[src/pin_mux_map.svh]
// Constants for the port H/J/L/S pin function multiplexer
`ifndef PIN_MUX_MAP_SVH
`define PIN_MUX_MAP_SVH
`define H_WIDTH 3
`define J_WIDTH 6
`define L_WIDTH 7
`define S_WIDTH 2
// Port J vector positions: 5=line 7, 4=line 6, 3..0=lines 3..0
`define J_SCL 5
`define J_SDA 4
`define J_COL 3
`define J_CRS 2
`define J_MDIO 1
`define J_MDC 0
// Port S vector positions: 1=line 7, 0=line 6
`define S_SS 1
`define S_SCK 0
// Port L indicator field is lines 4..0
`define L_LED_WIDTH 5
`define RESET_ZERO 1'b0
`endif

[src/pin_mux_pkg.sv]
// Types for the port H/J/L/S pin function multiplexer
package pin_mux_pkg;
    typedef logic [2:0] h_vec_t;
    typedef logic [5:0] j_vec_t;
    typedef logic [6:0] l_vec_t;
    typedef logic [1:0] s_vec_t;
endpackage

[src/pin_cell.sv]
// One pad cell: peripheral-over-GPIO selection, registered outputs
module pin_cell (
    input wire logic clock,
    input wire logic resetn,
    input wire logic alt_en,
    input wire logic alt_out,
    input wire logic alt_drive,
    input wire logic gpio_out,
    input wire logic gpio_dir,
    output logic pad_out,
    output logic pad_oe_n
);
    logic out_q, out_d, oe_n_q, oe_n_d;

    // Enabled peripheral wins; otherwise GPIO register steers the pad
    always_comb begin
        out_d = alt_en ? alt_out : gpio_out;
        oe_n_d = alt_en ? ~alt_drive : ~gpio_dir;
    end

    // Reset leaves the pad as high-impedance input
    always_ff @(posedge clock) begin
        if (!resetn) begin
            out_q <= 1'b0;
            oe_n_q <= 1'b1;
        end else begin
            out_q <= out_d;
            oe_n_q <= oe_n_d;
        end
    end

    assign pad_out = out_q;
    assign pad_oe_n = oe_n_q;
endmodule

[src/port_hjls_pin_function_mux.sv]
// Pin function multiplexer for port H 2..0, J 7,6,3..0, L 6..0, S 7..6
//
// Contract
// - With the MII enabled, MAC transmit data bits 2..0 drive port H 2..0.
// - With the MII enabled, port J line 3 feeds the MAC collision input.
// - With the MII enabled, port J line 2 feeds the MAC carrier sense.
// - With the MII enabled, port J line 1 is the two-way management data.
// - With the MII enabled, port J line 0 drives the management clock.
// - With I2C enabled, port J line 7 is the I2C clock line.
// - With I2C enabled, port J line 6 is the I2C data line.
// - With PHY and LED enable set, port L 4..0 show the five indicators.
// - With SPI enabled, port S line 7 is the slave select.
// - With SPI enabled, port S line 6 is the SPI clock.
// - Port H 2..0 and J 7,6,3..0 each can raise a key-wakeup interrupt.
// - In and just after reset every pin is a high-impedance input.
// - Port L lines 6 and 5 are GPIO only.
`include "pin_mux_map.svh"
module port_hjls_pin_function_mux (
    input wire logic clock,
    input wire logic resetn,
    // Peripheral enables
    input wire logic mii_enable,
    input wire logic i2c_enable,
    input wire logic spi_enable,
    input wire logic phy_enable,
    input wire logic status_led_enable,
    // MAC side
    input wire pin_mux_pkg::h_vec_t mac_txd,
    input wire logic mac_mdio_out,
    input wire logic mac_mdio_drive,
    input wire logic mac_mdc,
    output logic mac_col,
    output logic mac_crs,
    output logic mac_mdio_in,
    // I2C side: open drain, module pulls low when drive is set
    input wire logic i2c_scl_drive,
    input wire logic i2c_sda_drive,
    output logic i2c_scl_in,
    output logic i2c_sda_in,
    // SPI side
    input wire logic spi_ss_out,
    input wire logic spi_sck_out,
    input wire logic spi_master,
    output logic spi_ss_in,
    output logic spi_sck_in,
    // PHY indicators, order: collision, duplex, speed, link, activity
    input wire logic collision_indicator,
    input wire logic duplex_indicator,
    input wire logic speed_indicator,
    input wire logic link_indicator,
    input wire logic activity_indicator,
    // GPIO port registers
    input wire pin_mux_pkg::h_vec_t h_gpio_out,
    input wire pin_mux_pkg::h_vec_t h_gpio_dir,
    input wire pin_mux_pkg::j_vec_t j_gpio_out,
    input wire pin_mux_pkg::j_vec_t j_gpio_dir,
    input wire pin_mux_pkg::l_vec_t l_gpio_out,
    input wire pin_mux_pkg::l_vec_t l_gpio_dir,
    input wire pin_mux_pkg::s_vec_t s_gpio_out,
    input wire pin_mux_pkg::s_vec_t s_gpio_dir,
    output pin_mux_pkg::h_vec_t h_gpio_in,
    output pin_mux_pkg::j_vec_t j_gpio_in,
    output pin_mux_pkg::l_vec_t l_gpio_in,
    output pin_mux_pkg::s_vec_t s_gpio_in,
    // Key wakeup configuration
    input wire pin_mux_pkg::h_vec_t h_wakeup_en,
    input wire pin_mux_pkg::h_vec_t h_wakeup_rise,
    input wire pin_mux_pkg::h_vec_t h_wakeup_clr,
    input wire pin_mux_pkg::j_vec_t j_wakeup_en,
    input wire pin_mux_pkg::j_vec_t j_wakeup_rise,
    input wire pin_mux_pkg::j_vec_t j_wakeup_clr,
    output pin_mux_pkg::h_vec_t h_wakeup_flag,
    output pin_mux_pkg::j_vec_t j_wakeup_flag,
    output logic wakeup_irq,
    // Pads: input, output, active-low output enable
    input wire pin_mux_pkg::h_vec_t porth_pad_in,
    output pin_mux_pkg::h_vec_t porth_pad_out,
    output pin_mux_pkg::h_vec_t porth_pad_oe_n,
    input wire pin_mux_pkg::j_vec_t portj_pad_in,
    output pin_mux_pkg::j_vec_t portj_pad_out,
    output pin_mux_pkg::j_vec_t portj_pad_oe_n,
    input wire pin_mux_pkg::l_vec_t portl_pad_in,
    output pin_mux_pkg::l_vec_t portl_pad_out,
    output pin_mux_pkg::l_vec_t portl_pad_oe_n,
    input wire pin_mux_pkg::s_vec_t ports_pad_in,
    output pin_mux_pkg::s_vec_t ports_pad_out,
    output pin_mux_pkg::s_vec_t ports_pad_oe_n
);
    import pin_mux_pkg::*;

    ////////////////////////////////////////////////////////////////////////
    // Alternate function selection, per pin
    h_vec_t h_alt_en, h_alt_out, h_alt_drv;
    j_vec_t j_alt_en, j_alt_out, j_alt_drv;
    l_vec_t l_alt_en, l_alt_out, l_alt_drv;
    s_vec_t s_alt_en, s_alt_out, s_alt_drv;
    logic led_active;

    assign led_active = phy_enable & status_led_enable;

    // Port H carries MAC transmit data as plain outputs
    assign h_alt_en = {`H_WIDTH{mii_enable}};
    assign h_alt_out = mac_txd;
    assign h_alt_drv = {`H_WIDTH{1'b1}};

    // Port J: COL/CRS are inputs, MDIO two-way, MDC out; I2C open drain
    always_comb begin
        j_alt_en = {{2{i2c_enable}}, {4{mii_enable}}};
        j_alt_out = '0;
        j_alt_drv = '0;
        j_alt_out[`J_MDIO] = mac_mdio_out;
        j_alt_drv[`J_MDIO] = mac_mdio_drive;
        j_alt_out[`J_MDC] = mac_mdc;
        j_alt_drv[`J_MDC] = 1'b1;
        // Open drain: only ever pull low, release otherwise
        j_alt_drv[`J_SCL] = i2c_scl_drive;
        j_alt_drv[`J_SDA] = i2c_sda_drive;
    end

    // Port L: lines 6,5 never get an alternate function
    assign l_alt_en = {2'b00, {`L_LED_WIDTH{led_active}}};
    assign l_alt_out = {2'b00, collision_indicator, duplex_indicator,
        speed_indicator, link_indicator, activity_indicator};
    assign l_alt_drv = {2'b00, {`L_LED_WIDTH{1'b1}}};

    // Port S: SS and SCK are outputs in master mode, inputs as slave
    assign s_alt_en = {`S_WIDTH{spi_enable}};
    assign s_alt_out = {spi_ss_out, spi_sck_out};
    assign s_alt_drv = {`S_WIDTH{spi_master}};

    ////////////////////////////////////////////////////////////////////////
    // Pad cells, all reset to high-impedance input
    localparam int NPIN = `H_WIDTH + `J_WIDTH + `L_WIDTH + `S_WIDTH;
    logic [NPIN-1:0] a_en, a_out, a_drv, g_out, g_dir, p_out, p_oe_n;
    assign a_en = {s_alt_en, l_alt_en, j_alt_en, h_alt_en};
    assign a_out = {s_alt_out, l_alt_out, j_alt_out, h_alt_out};
    assign a_drv = {s_alt_drv, l_alt_drv, j_alt_drv, h_alt_drv};
    assign g_out = {s_gpio_out, l_gpio_out, j_gpio_out, h_gpio_out};
    assign g_dir = {s_gpio_dir, l_gpio_dir, j_gpio_dir, h_gpio_dir};

    for (genvar i = 0; i < NPIN; i++) begin : g_cell
        pin_cell u_cell (
            .clock(clock),
            .resetn(resetn),
            .alt_en(a_en[i]),
            .alt_out(a_out[i]),
            .alt_drive(a_drv[i]),
            .gpio_out(g_out[i]),
            .gpio_dir(g_dir[i]),
            .pad_out(p_out[i]),
            .pad_oe_n(p_oe_n[i])
        );
    end

    assign porth_pad_out = p_out[2:0];
    assign porth_pad_oe_n = p_oe_n[2:0];
    assign portj_pad_out = p_out[8:3];
    assign portj_pad_oe_n = p_oe_n[8:3];
    assign portl_pad_out = p_out[15:9];
    assign portl_pad_oe_n = p_oe_n[15:9];
    assign ports_pad_out = p_out[17:16];
    assign ports_pad_oe_n = p_oe_n[17:16];

    ////////////////////////////////////////////////////////////////////////
    // Registered input paths to peripherals and GPIO readback
    logic col_q, crs_q, mdio_q, scl_q, sda_q, ss_q, sck_q;
    logic col_d, crs_d, mdio_d, scl_d, sda_d, ss_d, sck_d;
    h_vec_t hin_q;
    j_vec_t jin_q;
    l_vec_t lin_q;
    s_vec_t sin_q;

    // Disabled peripherals see an idle level, not pin noise
    always_comb begin
        col_d = mii_enable & portj_pad_in[`J_COL];
        crs_d = mii_enable & portj_pad_in[`J_CRS];
        mdio_d = mii_enable & portj_pad_in[`J_MDIO];
        scl_d = ~i2c_enable | portj_pad_in[`J_SCL];
        sda_d = ~i2c_enable | portj_pad_in[`J_SDA];
        ss_d = ~spi_enable | ports_pad_in[`S_SS];
        sck_d = spi_enable & ports_pad_in[`S_SCK];
    end

    always_ff @(posedge clock) begin
        if (!resetn) begin
            col_q <= 1'b0;
            crs_q <= 1'b0;
            mdio_q <= 1'b0;
            scl_q <= 1'b1;
            sda_q <= 1'b1;
            ss_q <= 1'b1;
            sck_q <= 1'b0;
            hin_q <= '0;
            jin_q <= '0;
            lin_q <= '0;
            sin_q <= '0;
        end else begin
            col_q <= col_d;
            crs_q <= crs_d;
            mdio_q <= mdio_d;
            scl_q <= scl_d;
            sda_q <= sda_d;
            ss_q <= ss_d;
            sck_q <= sck_d;
            hin_q <= porth_pad_in;
            jin_q <= portj_pad_in;
            lin_q <= portl_pad_in;
            sin_q <= ports_pad_in;
        end
    end

    assign mac_col = col_q;
    assign mac_crs = crs_q;
    assign mac_mdio_in = mdio_q;
    assign i2c_scl_in = scl_q;
    assign i2c_sda_in = sda_q;
    assign spi_ss_in = ss_q;
    assign spi_sck_in = sck_q;
    assign h_gpio_in = hin_q;
    assign j_gpio_in = jin_q;
    assign l_gpio_in = lin_q;
    assign s_gpio_in = sin_q;

    ////////////////////////////////////////////////////////////////////////
    // Key wakeup: edge on the raw pad input, against its last sample, sets a sticky flag
    h_vec_t hk_q, hk_d, hprev_q;
    j_vec_t jk_q, jk_d, jprev_q;
    logic irq_q, irq_d;

    // Set beats clear so an edge in the clear cycle is kept
    always_comb begin
        hk_d = (hk_q & ~h_wakeup_clr) | (h_wakeup_en &
            ((h_wakeup_rise & porth_pad_in & ~hprev_q) |
             (~h_wakeup_rise & ~porth_pad_in & hprev_q)));
        jk_d = (jk_q & ~j_wakeup_clr) | (j_wakeup_en &
            ((j_wakeup_rise & portj_pad_in & ~jprev_q) |
             (~j_wakeup_rise & ~portj_pad_in & jprev_q)));
        irq_d = |hk_d | |jk_d;
    end

    always_ff @(posedge clock) begin
        if (!resetn) begin
            hk_q <= '0;
            jk_q <= '0;
            hprev_q <= porth_pad_in; // No false edge from an idle-high pin
            jprev_q <= portj_pad_in;
            irq_q <= `RESET_ZERO;
        end else begin
            hk_q <= hk_d;
            jk_q <= jk_d;
            hprev_q <= porth_pad_in;
            jprev_q <= portj_pad_in;
            irq_q <= irq_d;
        end
    end

    assign h_wakeup_flag = hk_q;
    assign j_wakeup_flag = jk_q;
    assign wakeup_irq = irq_q;

    ////////////////////////////////////////////////////////////////////////
    // Checks
    mac_txd_route_a: assert property (@(posedge clock) disable iff (!resetn)
        mii_enable |=> porth_pad_out == $past(mac_txd) && porth_pad_oe_n == 3'h0)
        else $error("tx data not routed");
    col_route_a: assert property (@(posedge clock) disable iff (!resetn)
        mii_enable |=> mac_col == $past(portj_pad_in[3]))
        else $error("collision not routed");
    crs_route_a: assert property (@(posedge clock) disable iff (!resetn)
        mii_enable |=> mac_crs == $past(portj_pad_in[2]))
        else $error("carrier sense not routed");
    mdio_dir_a: assert property (@(posedge clock) disable iff (!resetn)
        mii_enable |=> portj_pad_oe_n[1] == !$past(mac_mdio_drive))
        else $error("mdio direction wrong");
    mdc_drive_a: assert property (@(posedge clock) disable iff (!resetn)
        mii_enable |=> !portj_pad_oe_n[0] && portj_pad_out[0] == $past(mac_mdc))
        else $error("mdc not driven");
    i2c_lines_a: assert property (@(posedge clock) disable iff (!resetn)
        i2c_enable |=> portj_pad_oe_n[5:4] == ~$past({i2c_scl_drive,
        i2c_sda_drive}) && portj_pad_out[5:4] == 2'h0)
        else $error("i2c lines wrong");
    led_route_a: assert property (@(posedge clock) disable iff (!resetn)
        led_active |=> portl_pad_oe_n[4:0] == 5'h00 && portl_pad_out[4] ==
        $past(collision_indicator) && portl_pad_out[0] ==
        $past(activity_indicator))
        else $error("indicator pins wrong");
    spi_route_a: assert property (@(posedge clock) disable iff (!resetn)
        spi_enable && spi_master |=> ports_pad_out == $past({spi_ss_out,
        spi_sck_out}))
        else $error("spi pins wrong");
    wake_set_a: assert property (@(posedge clock) disable iff (!resetn)
        h_wakeup_en[0] && h_wakeup_rise[0] && porth_pad_in[0] &&
        !$past(porth_pad_in[0]) |=> h_wakeup_flag[0] && wakeup_irq)
        else $error("wakeup edge lost");
    reset_hiz_a: assert property (@(posedge clock)
        !resetn |=> &{porth_pad_oe_n, portj_pad_oe_n, portl_pad_oe_n,
        ports_pad_oe_n} && !wakeup_irq)
        else $error("pin driven after reset");
    gpio_only_a: assert property (@(posedge clock) disable iff (!resetn)
        1'b1 |=> portl_pad_oe_n[6:5] == ~$past(l_gpio_dir[6:5]))
        else $error("port l 6..5 not gpio");
    gpio_return_a: assert property (@(posedge clock) disable iff (!resetn)
        !mii_enable |=> porth_pad_out == $past(h_gpio_out))
        else $error("gpio not restored");
endmodule

[config.mk]
export PLATFORM = sky130hd
export DESIGN_NAME = port_hjls_pin_function_mux
export DESIGN_NICKNAME = d
export VERILOG_FILES = /design/src/pin_mux_pkg.sv /design/src/pin_cell.sv /design/src/port_hjls_pin_function_mux.sv
export VERILOG_INCLUDE_DIRS = /design/src
export SDC_FILE = /design/constraint.sdc
export NUM_CORES = 1
export LEC_CHECK = 0
export BUFFER_PORTS_ARGS = -buffer_cell sky130_fd_sc_hd__buf_2
export CAP_MARGIN = 0
export CORE_AREA = 5 5 68 115
export DETAILED_ROUTE_END_ITERATION = 12
export DIE_AREA = 0 0 73 120
export PLACE_DENSITY_LB_ADDON = 0.08
export SLEW_MARGIN = 40
export SYNTH_ARGS = -nofsm -noshare
export SYNTH_HDL_FRONTEND = slang
export SYNTH_SLANG_ARGS = --single-unit
[constraint.sdc]
create_clock -name clock -period 1.6 [get_ports clock]
set_clock_uncertainty 0.15 [all_clocks]
set_input_delay 0.16 -clock clock [delete_from_list [all_inputs] [get_ports clock]]
set_output_delay 0.16 -clock clock [all_outputs]
set_load 0.05 [all_outputs]
==> out/results.txt <==
The cell repeated most along the worst path was dlygate4sd3_1. The total of endpoints with negative setup slack in the final report came out at 0. The initial core utilization is 0.403, and the cell row count is 40. The cell at the root of the clock tree was clkbuf_16.

Dividing the detail-routed via count by the number of cells gives 4.52. The congestion estimate from routability-driven global placement came to 0.728. The floorplan step defined a core boundary enclosing 0.00681 mm².

The max-slew headroom at the worst pin is 0.731. The path class of the tightest hold or removal check is input port to flop. The worst hold slack was 8.25 ps. The number of placed instances, taps included, is 478. The run gives 0.00275 mm² as the post-synth design cell area. The count of mapped cells out of synthesis was 262.

The maximum fanout encountered on the critical timing path is 1, and the number of iterations in the first detailed-routing pass is 5. The run gives 0 as the aggregate global routing overflow. At the pin with the least slew margin, the transition time is 397 ps. IR analysis of the VDD net gives a maximum drop of 0.000640 V.

The static leakage came out at 0.00215 µW. Counting every net in the synthesized netlist gives 366. The H-tree was split into 3 levels. After the last flow step, the layout net total stands at 581. The tools report the total half-perimeter wirelength after legalization and detailed placement as 5.34 mm. The first-pass GRT wire length was 11.9 mm.

The critical path goes through dlygate4sd3_1, buf_2, mux2_2, dlygate4sd3_1, nand2_1. The detail route stage leaves a number of antenna-violating nets equal to 0. The final wirelength is 7.76 mm. The run gives 0.178 as the total global routing track utilization.

For the count of final hold-check violations, the log shows 0. The slowest stage of the critical path belongs to the cell dlygate4sd3_1. The routed via count was 2552; the clock-pin transition on the worst setup and hold timing paths was 50 ps. The number of non-filler instances in the completed layout was 565; the max-capacitance violation count was 0. The worst setup path is launched from an input port.

For the required time at the endpoint of the critical path, the log shows 1720 ps. At the worst endpoint, the arrival time is 1670 ps. Number of buffers added on ports: 174. The tools report the number of top-level design ports as 175. TritonCTS built the clock tree. The run finished with clean final reports. The per-instance average area after synthesis was 10.5 µm². The kind of capture point of the worst setup path was a flop.

The number of warnings issued by yosys is 0, and the sequential fraction of the synthesis area is 0.583. The library cell used most frequently in the layout, excluding fill and tap cells, is buf_2. The via count of the first global-routing pass is 2676, and the core utilization of the finished layout is 0.652. Highest achievable clock rate: 0.644 GHz. The die is 73 µm wide.

The die covers 0.00876 mm². The routed wire length per instance was 13.7 µm. Setup repair after global routing left no endpoint under its margin. The fraction of the cycle the final worst path needs works out to 0.971.

The share of final-layout standard cells stronger than drive strength 1 came out at 0.405. In the layout the commonest cells are 174 x buf_2, 80 x dfxtp_1, 72 x dlygate4sd3_1, 31 x and2_1, 27 x nand2_1. The critical path class was input port to flop. From synthesis to final layout, the design area changed by 61.5%. The pin count of the biggest net entering global routing was 31.

The run gives 0 as the setup fix buffers added after clock tree synthesis. Power spread over the standard cell area amounts to 1100 mW/mm². The repair_antennas step left the layout with diodes totalling 0.

After detailed routing, the number of remaining DRC violations is 0. The run gives 2 as the maximum count of clock buffers along a single path. The first routing iteration left 99 violations. Summed over all failing endpoints, the final setup total negative slack is 0 ps.

The clock buffer count from CTS is 9. The final-report max-slew violation count is 0, and the height of the chip is 120 µm. At the later pin of the worst-skew pair, clock insertion delay measures 330 ps.

For this run, the slowest stage of the critical path takes 550 ps. Yosys mapped the design onto 22 distinct sky130hd cell types. The run gives 250 ps as the setup slack on the worst flop-to-flop path. The final period demand of the worst path is 1550 ps. After synthesis the netlist holds a flip-flop and latch count of 80. The logs give 0 for the number of antenna violations at the first check in global routing and 80 for the number of sinks on the clock net.
-- final timing paths --
check                   start                        end  cells after the start
min reg2reg  j_wakeup_flag[0]           j_wakeup_flag[0]                      2
min            j_wakeup_en[0]           j_wakeup_flag[0]                      3
max             j_gpio_dir[1]  g_cell[4].u_cell.pad_oe_n                      5
max reg2reg        hprev_q[1]                 wakeup_irq                      4
-- metrics by stage --
stage / power (µW) / cell area, µm² / worst slack (ps)
floorplan: 2740 / 2750 / 233
global placement: 2930 / 3430 / 244
detailed placement: 2940 / 3430 / 232
CTS: 4940 / 4420 / 54.0
global route: 5090 / 4440 / 6.22
finish: 4890 / 4440 / 47.0
-- state kept, by name (all words and copies together), names as in the netlist --
name and count:
wakeup_irq 1, mac_crs 1, i2c_scl_in 1, spi_ss_in 1, mac_col 1, h_wakeup_flag 3, jprev_q 6, l_gpio_in 7
j_wakeup_flag 6, mac_mdio_in 1, j_gpio_in 6, hprev_q 3, s_gpio_in 2, g_cell.u_cell.pad_out 18, i2c_sda_in 1, g_cell.u_cell.pad_oe_n 18
h_gpio_in 3, spi_sck_in 1
-- critical path, delay by kind of cell --
kind,cells,cell delay (ps)
buffers and inverters,3,1210
muxes,1,240
and+or+nand+nor,1,60
-- synth_stat cells (all sizes together) --
master / instances / area share
nand2b: 9 / 0.020
mux2i: 7 / 0.026
buf: 41 / 0.11
o311ai: 8 / 0.026
nor2: 9 / 0.012
nand2: 27 / 0.037
a21oi: 6 / 0.011
and3: 4 / 0.0091
nand4b: 8 / 0.026
nor3b: 3 / 0.0082
mux2: 3 / 0.012
inv: 1 / 0.0014
nand3b: 3 / 0.0082
nor4: 2 / 0.0046
and2: 32 / 0.073
clkbuf: 4 / 0.0055
a41oi: 1 / 0.0032
dfxtp: 80 / 0.58
o21ai: 12 / 0.022
nor2b: 2 / 0.0046
-- report_power, final --
part	leakage [µW]	switching (µW)	internal, µW
Combinational	0.00136	553	359
Sequential	0.000666	27.9	2100
Clock	0.000130	714	1130
-- repair_timing --
item / CTS / global route
hold endpoints to repair: 71 / 0
hold buffers: 72 / 0
endpoints found under the setup margin: 0 / 1
resized for setup: 0 / 2
-- cell families (layout without fill, tap and decap cells) --
kind of cell,count (synthesis),after routing,share of synthesized area
simple gates,99,99,0.203
flops,80,80,0.583
buf+inv,46,265,0.114
compound gates,27,27,0.0615
mux,10,10,0.0378
-- cell type report --
class	count	area, µm²
Fill cell	590	2370
Multi-Input combinational cell	136	845
Inverter	1	3.75
Sequential cell	80	1600
Tap cell	84	105
Timing Repair Buffer	249	1610
Clock buffer	15	268
-- metal layers --
metal,routed length (µm),GRT usage,up-vias
li1,-,-,1265
met2,4360,0.330,104
met4,161,0.0866,0
met3,567,0.0486,11
met5,0,0,-
met1,2670,0.172,1172
No activity file was read; power rests on OpenSTA's default activity.
